==> src/gpz_pkg.sv <==
// gpz_pkg: constants, register map and state types for the gauge position and zeroing control
package gpz_pkg;

  // clock and time base
  localparam int unsigned CLOCK_HZ          = 25000000;
  localparam int unsigned TICK_HZ           = 1000000;
  localparam int unsigned US_CYCLES         = CLOCK_HZ / TICK_HZ;
  localparam logic [4:0]  US_DIV_LAST       = 5'(US_CYCLES - 1);
  localparam int unsigned STEP_INC_US       = 4096;
  localparam int unsigned BLANK_SHORT_US    = 512;
  localparam int unsigned BLANK_LONG_US     = 768;
  localparam int unsigned ZERO_CODE_ADD_US  = 2048;
  localparam int unsigned STEP_W            = 19;

  // word layout
  localparam int unsigned WORD_W    = 16;
  localparam int unsigned ADDR_HI   = 15;
  localparam int unsigned ADDR_LO   = 13;
  localparam int unsigned DATA_W    = 13;

  // register addresses
  localparam logic [2:0] ADDR_POWER_CONFIG = 3'h0;
  localparam logic [2:0] ADDR_VELOCITY     = 3'h1;
  localparam logic [2:0] ADDR_GAUGE0_POS   = 3'h2;
  localparam logic [2:0] ADDR_GAUGE1_POS   = 3'h3;
  localparam logic [2:0] ADDR_ZERO_CMD     = 3'h4;
  localparam logic [2:0] ADDR_ZERO_CFG     = 3'h5;

  // velocity_limit fields
  localparam int unsigned VEL_APPLY1_BIT = 9;
  localparam int unsigned VEL_APPLY0_BIT = 8;
  localparam logic [7:0]  VEL_MIN        = 8'h01;
  localparam logic [7:0]  VEL_MAX        = 8'he1;
  localparam logic [7:0]  VEL_RESET      = 8'he1;

  // power_config_command fields used for readout selection
  localparam int unsigned PC_NULL_BIT    = 12;
  localparam int unsigned PC_STATUS_BIT  = 11;
  localparam int unsigned PC_PTR_BIT     = 10;
  localparam int unsigned PC_ZERO6_BIT   = 6;

  // zeroing_command fields
  localparam int unsigned ZC_UNCOND_BIT  = 4;
  localparam int unsigned ZC_ZERO3_BIT   = 3;
  localparam int unsigned ZC_DIR_BIT     = 2;
  localparam int unsigned ZC_ENABLE_BIT  = 1;
  localparam int unsigned ZC_SELECT_BIT  = 0;

  // zeroing_configuration fields
  localparam int unsigned CFG_MULT_HI    = 12;
  localparam int unsigned CFG_MULT_LO    = 11;
  localparam int unsigned CFG_PRE_HI     = 10;
  localparam int unsigned CFG_PRE_LO     = 5;
  localparam int unsigned CFG_BLANK_BIT  = 4;
  localparam int unsigned CFG_INC_HI     = 3;
  localparam int unsigned CFG_INC_LO     = 0;
  localparam logic [12:0] CFG_RESET      = 13'h0003;

  // reset values of the remaining registers
  localparam logic [11:0] POS_RESET      = 12'h000;

  typedef enum logic [2:0] {
    GZ_IDLE  = 3'b001,
    GZ_BLANK = 3'b010,
    GZ_INTEG = 3'b100
  } gpz_phase_type;

  typedef struct packed {
    gpz_phase_type        phase;
    logic [STEP_W-1:0]    elapsed;
    logic [1:0]           coil_step;
    logic [14:0]          accum;
    logic                 active;
    logic                 stalled;
    logic                 uncond;
    logic                 dir;
    logic                 step_done;
  } gpz_engine_state_type;

  typedef struct packed {
    logic [1:0]  sck_sync;
    logic [1:0]  cs_n_sync;
    logic [1:0]  mosi_sync;
    logic [1:0]  bemf0_sync;
    logic [1:0]  bemf1_sync;
    logic        sck_last;
    logic        cs_n_last;
    logic [15:0] shift;
    logic [3:0]  bit_count;
    logic        any_bits;
    logic        miso;
    logic        miso_oe;
    logic [11:0] pos0;
    logic [11:0] pos1;
    logic [7:0]  vel0;
    logic [7:0]  vel1;
    logic [12:0] zero_cfg;
    logic        zero_sel;
    logic        accum_readout;
    logic [4:0]  us_div;
    logic        us_tick;
    logic [1:0]  start;
    logic [1:0]  stop;
    logic        uncond;
    logic        dir;
  } gpz_top_state_type;

endpackage

==> src/gpz_gauge_control.sv <==
// gpz_gauge_control: serial command receiver, command registers and two zeroing engines
module gpz_gauge_control
  import gpz_pkg::*;
(
  // clock and reset
  input  wire logic        clock_in,
  input  wire logic        rst_in,
  // serial port pins
  input  wire logic        spi_sclk_in,
  input  wire logic        spi_cs_n_in,
  input  wire logic        spi_mosi_in,
  output logic             spi_miso_out,
  output logic             spi_miso_oe_out,
  // sigma-delta bits from the undriven coils
  input  wire logic        gauge0_bemf_in,
  input  wire logic        gauge1_bemf_in,
  // command registers
  output logic [11:0]      gauge0_position_value_out,
  output logic [11:0]      gauge1_position_value_out,
  output logic [7:0]       gauge0_velocity_limit_out,
  output logic [7:0]       gauge1_velocity_limit_out,
  // zeroing status and coil sequencing
  output logic             gauge0_zeroing_active_out,
  output logic             gauge1_zeroing_active_out,
  output logic             gauge0_stalled_out,
  output logic             gauge1_stalled_out,
  output logic             gauge0_step_done_out,
  output logic             gauge1_step_done_out,
  output logic [1:0]       gauge0_coil_step_out,
  output logic [1:0]       gauge1_coil_step_out
);

  gpz_top_state_type s;
  gpz_top_state_type next_s;

  logic        act0;
  logic        act1;
  logic        stall0;
  logic        stall1;
  logic [14:0] acc0;
  logic [14:0] acc1;

  gpz_zero_engine u_engine0 (
    .clock_in      (clock_in),
    .rst_in        (rst_in),
    .start_in      (s.start[0]),
    .stop_in       (s.stop[0]),
    .uncond_in     (s.uncond),
    .dir_in        (s.dir),
    .cfg_in        (s.zero_cfg),
    .us_tick_in    (s.us_tick),
    .bemf_in       (s.bemf0_sync[1]),
    .active_out    (act0),
    .stalled_out   (stall0),
    .step_done_out (gauge0_step_done_out),
    .coil_step_out (gauge0_coil_step_out),
    .accum_out     (acc0)
  );

  gpz_zero_engine u_engine1 (
    .clock_in      (clock_in),
    .rst_in        (rst_in),
    .start_in      (s.start[1]),
    .stop_in       (s.stop[1]),
    .uncond_in     (s.uncond),
    .dir_in        (s.dir),
    .cfg_in        (s.zero_cfg),
    .us_tick_in    (s.us_tick),
    .bemf_in       (s.bemf1_sync[1]),
    .active_out    (act1),
    .stalled_out   (stall1),
    .step_done_out (gauge1_step_done_out),
    .coil_step_out (gauge1_coil_step_out),
    .accum_out     (acc1)
  );

  always_comb
  begin
    logic        sck_rise;
    logic        sck_fall;
    logic        cs_fall;
    logic        cs_rise;
    logic [15:0] status;
    logic [14:0] sel_acc;
    logic [2:0]  addr;
    logic [12:0] data;
    status   = '0;
    sck_rise = s.sck_sync[1] && !s.sck_last;
    sck_fall = !s.sck_sync[1] && s.sck_last;
    cs_fall  = !s.cs_n_sync[1] && s.cs_n_last;
    cs_rise  = s.cs_n_sync[1] && !s.cs_n_last;
    sel_acc  = s.zero_sel ? acc1 : acc0;
    if (s.accum_readout)
    begin
      status = {(s.zero_sel ? stall1 : stall0), sel_acc};
    end
    else
    begin
      status = {12'h000, act1, act0, stall1, stall0};
    end
    addr = s.shift[ADDR_HI:ADDR_LO];
    data = s.shift[DATA_W-1:0];

    next_s            = s;
    next_s.sck_sync   = {s.sck_sync[0], spi_sclk_in};
    next_s.cs_n_sync  = {s.cs_n_sync[0], spi_cs_n_in};
    next_s.mosi_sync  = {s.mosi_sync[0], spi_mosi_in};
    next_s.bemf0_sync = {s.bemf0_sync[0], gauge0_bemf_in};
    next_s.bemf1_sync = {s.bemf1_sync[0], gauge1_bemf_in};
    next_s.sck_last   = s.sck_sync[1];
    next_s.cs_n_last  = s.cs_n_sync[1];
    next_s.start      = 2'h0;
    next_s.stop       = 2'h0;

    // microsecond time base for step timing and integration
    if (s.us_div == US_DIV_LAST)
    begin
      next_s.us_div  = 5'h00;
      next_s.us_tick = 1'b1;
    end
    else
    begin
      next_s.us_div  = s.us_div + 5'h01;
      next_s.us_tick = 1'b0;
    end

    if (cs_fall)
    begin
      next_s.shift     = status;
      next_s.miso      = status[15];
      next_s.miso_oe   = 1'b1;
      next_s.bit_count = 4'h0;
      next_s.any_bits  = 1'b0;
    end
    else if (!s.cs_n_sync[1] && sck_rise)
    begin
      // bits past the first sixteen echo what came in, for daisy chains
      next_s.shift     = {s.shift[14:0], s.mosi_sync[1]};
      next_s.bit_count = s.bit_count + 4'h1;
      next_s.any_bits  = 1'b1;
    end
    else if (!s.cs_n_sync[1] && sck_fall)
    begin
      next_s.miso = s.shift[15];
    end
    else if (cs_rise)
    begin
      next_s.miso_oe = 1'b0;
      if (s.any_bits && s.bit_count == 4'h0)
      begin
        case (addr)
          ADDR_POWER_CONFIG:
          begin
            if (!data[PC_NULL_BIT] && !data[PC_ZERO6_BIT])
            begin
              next_s.accum_readout = data[PC_STATUS_BIT] && !data[PC_PTR_BIT];
            end
          end
          ADDR_VELOCITY:
          begin
            if (data[12:10] == 3'h0 && data[7:0] >= VEL_MIN && data[7:0] <= VEL_MAX)
            begin
              if (data[VEL_APPLY0_BIT])
              begin
                next_s.vel0 = data[7:0];
              end
              if (data[VEL_APPLY1_BIT])
              begin
                next_s.vel1 = data[7:0];
              end
            end
          end
          ADDR_GAUGE0_POS:
          begin
            if (!data[12])
            begin
              next_s.pos0 = data[11:0];
            end
          end
          ADDR_GAUGE1_POS:
          begin
            if (!data[12])
            begin
              next_s.pos1 = data[11:0];
            end
          end
          ADDR_ZERO_CMD:
          begin
            if (data[12:5] == 8'h00 && !data[ZC_ZERO3_BIT])
            begin
              next_s.zero_sel = data[ZC_SELECT_BIT];
              next_s.uncond   = data[ZC_UNCOND_BIT];
              next_s.dir      = data[ZC_DIR_BIT];
              if (data[ZC_ENABLE_BIT])
              begin
                next_s.start[data[ZC_SELECT_BIT]] = 1'b1;
              end
              else
              begin
                next_s.stop[data[ZC_SELECT_BIT]] = 1'b1;
              end
            end
          end
          ADDR_ZERO_CFG:
          begin
            next_s.zero_cfg = data;
          end
          default:
          begin
            next_s.zero_cfg = s.zero_cfg;
          end
        endcase
      end
    end
  end

  always_ff @(posedge clock_in or posedge rst_in)
  begin
    if (rst_in)
    begin
      s           <= '0;
      s.sck_last  <= 1'b0;
      s.cs_n_sync <= 2'h3;
      s.cs_n_last <= 1'b1;
      s.pos0      <= POS_RESET;
      s.pos1      <= POS_RESET;
      s.vel0      <= VEL_RESET;
      s.vel1      <= VEL_RESET;
      s.zero_cfg  <= CFG_RESET;
    end
    else
    begin
      s <= next_s;
    end
  end

  assign spi_miso_out              = s.miso;
  assign spi_miso_oe_out           = s.miso_oe;
  assign gauge0_position_value_out = s.pos0;
  assign gauge1_position_value_out = s.pos1;
  assign gauge0_velocity_limit_out = s.vel0;
  assign gauge1_velocity_limit_out = s.vel1;
  assign gauge0_zeroing_active_out = act0;
  assign gauge1_zeroing_active_out = act1;
  assign gauge0_stalled_out        = stall0;
  assign gauge1_stalled_out        = stall1;

endmodule

==> src/gpz_zero_engine.sv <==
// gpz_zero_engine: full-step zeroing sequencer and back-EMF stall integrator for one gauge
module gpz_zero_engine
  import gpz_pkg::*;
(
  // clock and reset
  input  wire logic        clock_in,
  input  wire logic        rst_in,
  // commands
  input  wire logic        start_in,
  input  wire logic        stop_in,
  input  wire logic        uncond_in,
  input  wire logic        dir_in,
  input  wire logic [12:0] cfg_in,
  input  wire logic        us_tick_in,
  // synchronised sigma-delta bit from the undriven coil
  input  wire logic        bemf_in,
  // status
  output logic             active_out,
  output logic             stalled_out,
  output logic             step_done_out,
  output logic [1:0]       coil_step_out,
  output logic [14:0]      accum_out
);

  gpz_engine_state_type s;
  gpz_engine_state_type next_s;

  always_comb
  begin
    logic [STEP_W-1:0] blank_len;
    logic [STEP_W-1:0] base_len;
    logic [STEP_W-1:0] step_len;
    logic [STEP_W-1:0] elapsed_inc;
    logic [14:0]       preload;
    logic [14:0]       acc_new;
    logic [1:0]        step_adv;
    step_len  = '0;
    blank_len = cfg_in[CFG_BLANK_BIT] ? STEP_W'(BLANK_LONG_US) : STEP_W'(BLANK_SHORT_US);
    base_len  = STEP_W'(cfg_in[CFG_INC_HI:CFG_INC_LO]) * STEP_W'(STEP_INC_US);
    base_len  = base_len << cfg_in[CFG_MULT_HI:CFG_MULT_LO];
    if (cfg_in[CFG_INC_HI:CFG_INC_LO] == 4'h0)
    begin
      step_len = blank_len + STEP_W'(ZERO_CODE_ADD_US);
    end
    else
    begin
      step_len = base_len + blank_len;
    end
    // start value is minus sixteen times preload minus one, i.e. the complement
    preload     = ~{5'h00, cfg_in[CFG_PRE_HI:CFG_PRE_LO], 4'h0};
    elapsed_inc = s.elapsed + STEP_W'(1);
    step_adv    = s.dir ? s.coil_step + 2'h1 : s.coil_step - 2'h1;
    acc_new     = s.accum;
    next_s           = s;
    next_s.step_done = 1'b0;
    if (start_in)
    begin
      next_s.phase     = GZ_BLANK;
      next_s.active    = 1'b1;
      next_s.elapsed   = '0;
      next_s.accum     = preload;
      next_s.stalled   = 1'b0;
      next_s.uncond    = uncond_in;
      next_s.dir       = dir_in;
      next_s.coil_step = dir_in ? s.coil_step + 2'h1 : s.coil_step - 2'h1;
    end
    else if (stop_in)
    begin
      next_s.phase  = GZ_IDLE;
      next_s.active = 1'b0;
    end
    else
    begin
      case (s.phase)
        GZ_IDLE:
        begin
          next_s.active = 1'b0;
        end
        GZ_BLANK, GZ_INTEG:
        begin
          if (us_tick_in)
          begin
            next_s.elapsed = elapsed_inc;
            if (s.phase == GZ_INTEG)
            begin
              // saturating sigma-delta integration of the undriven coil
              if (bemf_in && s.accum != 15'h3fff)
              begin
                acc_new = s.accum + 15'h0001;
              end
              else if (!bemf_in && s.accum != 15'h4000)
              begin
                acc_new = s.accum - 15'h0001;
              end
              next_s.accum = acc_new;
            end
            if (elapsed_inc >= blank_len)
            begin
              next_s.phase = GZ_INTEG;
            end
            if (elapsed_inc >= step_len)
            begin
              next_s.step_done = 1'b1;
              if (acc_new[14] && !s.uncond)
              begin
                next_s.phase   = GZ_IDLE;
                next_s.active  = 1'b0;
                next_s.stalled = 1'b1;
                next_s.accum   = acc_new;
              end
              else
              begin
                next_s.phase     = GZ_BLANK;
                next_s.elapsed   = '0;
                next_s.accum     = preload;
                next_s.coil_step = step_adv;
              end
            end
          end
        end
        default:
        begin
          next_s.phase  = GZ_IDLE;
          next_s.active = 1'b0;
        end
      endcase
    end
  end

  always_ff @(posedge clock_in or posedge rst_in)
  begin
    if (rst_in)
    begin
      s           <= '0;
      s.phase     <= GZ_IDLE;
      s.accum     <= 15'h7fff;
    end
    else
    begin
      s <= next_s;
    end
  end

  assign active_out    = s.active;
  assign stalled_out   = s.stalled;
  assign step_done_out = s.step_done;
  assign coil_step_out = s.coil_step;
  assign accum_out     = s.accum;

endmodule

==> config.mk <==
export PLATFORM = sky130hd
export DESIGN_NAME = gpz_gauge_control
export DESIGN_NICKNAME = d
export VERILOG_FILES = /design/src/gpz_pkg.sv /design/src/gpz_gauge_control.sv /design/src/gpz_zero_engine.sv
export SDC_FILE = /design/constraint.sdc
export NUM_CORES = 1
export LEC_CHECK = 0
export ABC_AREA = 1
export BUFFER_PORTS_ARGS = -buffer_cell sky130_fd_sc_hd__buf_4
export CAP_MARGIN = 20
export CORE_ASPECT_RATIO = 1.2
export CORE_MARGIN = 2
export CORE_UTILIZATION = 40
export CTS_CLUSTER_SIZE = 8
export DETAILED_ROUTE_END_ITERATION = 7
export GPL_TIMING_DRIVEN = 0
export PLACE_DENSITY = 0.63
export SLEW_MARGIN = 20
export SYNTH_ARGS = -nofsm -noshare
export SYNTH_HDL_FRONTEND = slang
export SYNTH_SLANG_ARGS = --single-unit
==> constraint.sdc <==
create_clock -name clock_in -period 11.1 [get_ports clock_in]
set_clock_uncertainty 0.2 [all_clocks]
set_input_delay 2.22 -clock clock_in [delete_from_list [all_inputs] [get_ports clock_in]]
set_output_delay 2.22 -clock clock_in [all_outputs]
set_load 0.05 [all_outputs]
==> results_dict.tcl <==
set metrics [dict create \
    power.static_leakage_nw 6.11 \
    critical-path-max-stage-delay_ns 0.54 \
    outcome "completed" \
    fin_crit_sh_pct 33.2 \
    core_area_um2 27900 \
    postSynthCellCount 1481 \
    cts-root-buf "sky130_fd_sc_hd__clkbuf_16" \
    design_power_total_mw 1.46 \
    cp_cell_sequence "buf_4 > buf_4" \
    first_global_vias 9693 \
    crit-reg2reg-capture "u_engine0.accum_out[9]" \
    cts_resized 0 \
    pin_count 59 \
    min_delay_worst_endpoint "next_s[91]" \
    setup_total_negative_slack_ns 0 \
    drive_above_1_share_pct 15.7 \
    global_route_wire_length_before_repair_um 49300 \
    endpoint_kind "output port" \
    r2r.worst_path.cells 19 \
    max-cap-violations 0 \
    hpwl_um 22700 \
    layout.area.seq_um2 4810 \
    cp_common_cell "sky130_fd_sc_hd__buf_4" \
    clock_slew_at_reported_path_ffs_ns 0.07 \
    synth-edff-count 0 \
    worstPathRequired_ns 8.68 \
    ant_nets 0 \
    fraction_of_registers_with_async_set_or_reset_after_synthesis_pct 100 \
    synthDominantAreaCellType "sky130_fd_sc_hd__dfrtp_1" \
    tightestPinTransition_ns 0.647 \
    multi_input_comb_area_um2 5350 \
    number_of_port_buffers 58 \
    finalSetupViolCount 0 \
    worstPathArrival_ns 1.26 \
    power-per-cell-area_nw_per_um2 113 \
    finalWeightedCongestion 0.905 \
    crit_path_start_kind "flop" \
    detail_route.drc_violations 0 \
    hold_viol_final 0 \
    r2r_slack_ns 7.55 \
    antenna_found_initial 1 \
    dp_worst_setup_slack_ns 7.59 \
    path_depth 2 \
    buffer_count_from_post_cts_setup_fixing 0 \
    routed_wl_um 30000 \
    dr.first_iter.drc_count 650 \
    hold_path_class "flop to flop" \
    route.vias.total 9971 \
    critical_r2r_launch "u_engine0.s[22]" \
    timing.hold.worst_path_depth 0 \
    ys_seq_elements 190 \
    dieWidth_um 158 \
    placed_area_um2 12300 \
    maxSlewHeadroom_pct 56.9 \
    route.detailed.wl_per_inst_um 15.4 \
    most_area_consuming_cells_after_synthesis "sky130_fd_sc_hd__dfrtp_1 32%, sky130_fd_sc_hd__nand2_1 12%, sky130_fd_sc_hd__dfstp_2 10%" \
    rsz0062_at_grt "false" \
    setup_slack_ns 7.42 \
    criticalPathCategory "flop to output port" \
    starting_density_pct 40.6 \
    max_freq_mhz 271 \
    final_max_slew_viol_count 0 \
    nFillCells 2811 \
    clock_sinks 190 \
    crit_path_max_fanout 2 \
    drt-vias-per-instance 5.11 \
    ctsHtreeMaxLevel 4 \
    synth.yosys.seq_area_share_pct 42.5 \
    globalRouteTotalUtil_pct 21.0 \
    finalNetCount 1599 \
    rows 67 \
    timing.final.crit_period_ns 3.68 \
    post-synth-top-count-cell "sky130_fd_sc_hd__nand2_1" \
    critical_path.top_delay_family "flip-flops" \
    synth.top_cells.by_count "376 x sky130_fd_sc_hd__nand2_1, 162 x sky130_fd_sc_hd__inv_1, 145 x sky130_fd_sc_hd__dfrtp_1" \
    post_synth.cell_area_avg_um2 7.65 \
    ys_dominant_reg_cell "sky130_fd_sc_hd__dfrtp_1" \
    globalRoute.totalOverflow 0 \
    hp-start "next_s[101]" \
    mappedNetlistArea_um2 11300 \
    cts_made_buffers 17 \
    critPathSlowestCell "sky130_fd_sc_hd__dfstp_2" \
    cp_num_buf_inv 2 \
    cts-hold-fix-buffers 0 \
    total_of_warnings_raised_by_yosys 0 \
    dieArea_um2 29700 \
    syn2layout_area_growth_pct 13.8 \
    clock_insertion_delay_worst_skew_ns 0.45 \
    yosys.cell_types.count 47 \
    die_height_um 188 \
    cts_tree "built" \
    ir_drop_mv 0.0990 \
    largest_net_degree_at_the_start_of_global_routing 106 \
    finalInstanceArea_um2 12900 \
    cts-root-to-sink-buffers 2 \
    drt_pass1_iterations 8 \
    mappedNetlistNets 1521 \
    synth_top_area_share_pct 32.0 \
]
## power by group
group / total [mW] / switching (mW) / internal, mW
combinational: 0.0926 / 0.0702 / 0.0223
sequential: 0.717 / 0.0113 / 0.706
clock: 0.653 / 0.283 / 0.370
total: 1.46 / 0.365 / 1.10
## layout by cell type, fill, tap and decap left out, drive strengths merged, types with 7 or more instances in the layout
cell / Yosys / final
nor3: 33 / 33
dfrtp: 145 / 145
o221ai: 13 / 13
nand3: 111 / 111
nand3b: 7 / 7
o21ai: 149 / 149
inv: 172 / 175
clkinv: 4 / 7
nand4: 29 / 29
nand2: 393 / 393
buf: 55 / 114
xor2: 42 / 42
nor2: 128 / 128
a21oi: 45 / 45
ha: 33 / 33
clkbuf: 29 / 50
dfstp: 45 / 45
o211ai: 12 / 12
## metrics by stage
stage,std cells,hold WS (ns),util (%)
after floorplan,1481,0.131,-
after global placement,1918,0.133,43.8
after detailed placement,1919,0.136,44.0
after CTS,1951,0.150,46.2
after global routing,1951,0.155,46.2
final,1952,0.149,46.2
## registers in the layout, indices dropped and copies added (netlist names), 2 cells and up
register / cells
s: 53
u_engine0.s: 24
u_engine1.s: 24
u_engine0.accum_out: 15
u_engine1.accum_out: 15
gauge0_position_value_out: 12
gauge1_position_value_out: 12
gauge0_velocity_limit_out: 8
gauge1_velocity_limit_out: 8
next_s: 7
u_engine0.coil_step_out: 2
u_engine1.coil_step_out: 2
## cell type report
cell class              count  share of cell area (%)
clock inverters            11                    1.21
diodes                      1                  0.0194
inverters                 176                    5.18
repair buffers             59                    3.59
well taps                 379                    3.68
plain buffers              84                    3.97
flip-flops and latches    190                    37.3
multi-input cells        1031                    41.5
clock buffers              21                    3.57
## logic make-up (layout without fill, tap and decap cells)
group | count (synthesis) | in the layout | synth area share (%)
flops | 190 | 190 | 42.5
simple gates | 713 | 713 | 28.0
buf+inv | 260 | 351 | 10.3
xor+xnor | 47 | 47 | 3.63
compound gates | 237 | 237 | 11.8
fa+ha+maj | 33 | 33 | 3.64
mux | 1 | 1 | 0.0884
other cells | 0 | 1 | 0
## worst max-delay path by stage
| stage | from | end |
|---|---|---|
| after global routing | u_engine0.s[22] | u_engine0.accum_out[6] |
| after global placement | rst_in | u_engine1.s[29] |
| final | gauge0_velocity_limit_out[5] | gauge0_velocity_limit_out[5] |
| after CTS | gauge0_velocity_limit_out[5] | gauge0_velocity_limit_out[5] |
| after floorplan | rst_in | gauge0_position_value_out[0] |
| after detailed placement | rst_in | u_engine1.s[41] |
## layer usage
layer  up-vias  routed length [µm]  GRT usage, %
met5         -                   0             0
met4         0                 848          7.90
met3        52                1420          3.27
met2       258               14400          34.3
met1      4702               13300          28.0
li1       4959                   -             -
(Power assumes the default switching activity.)
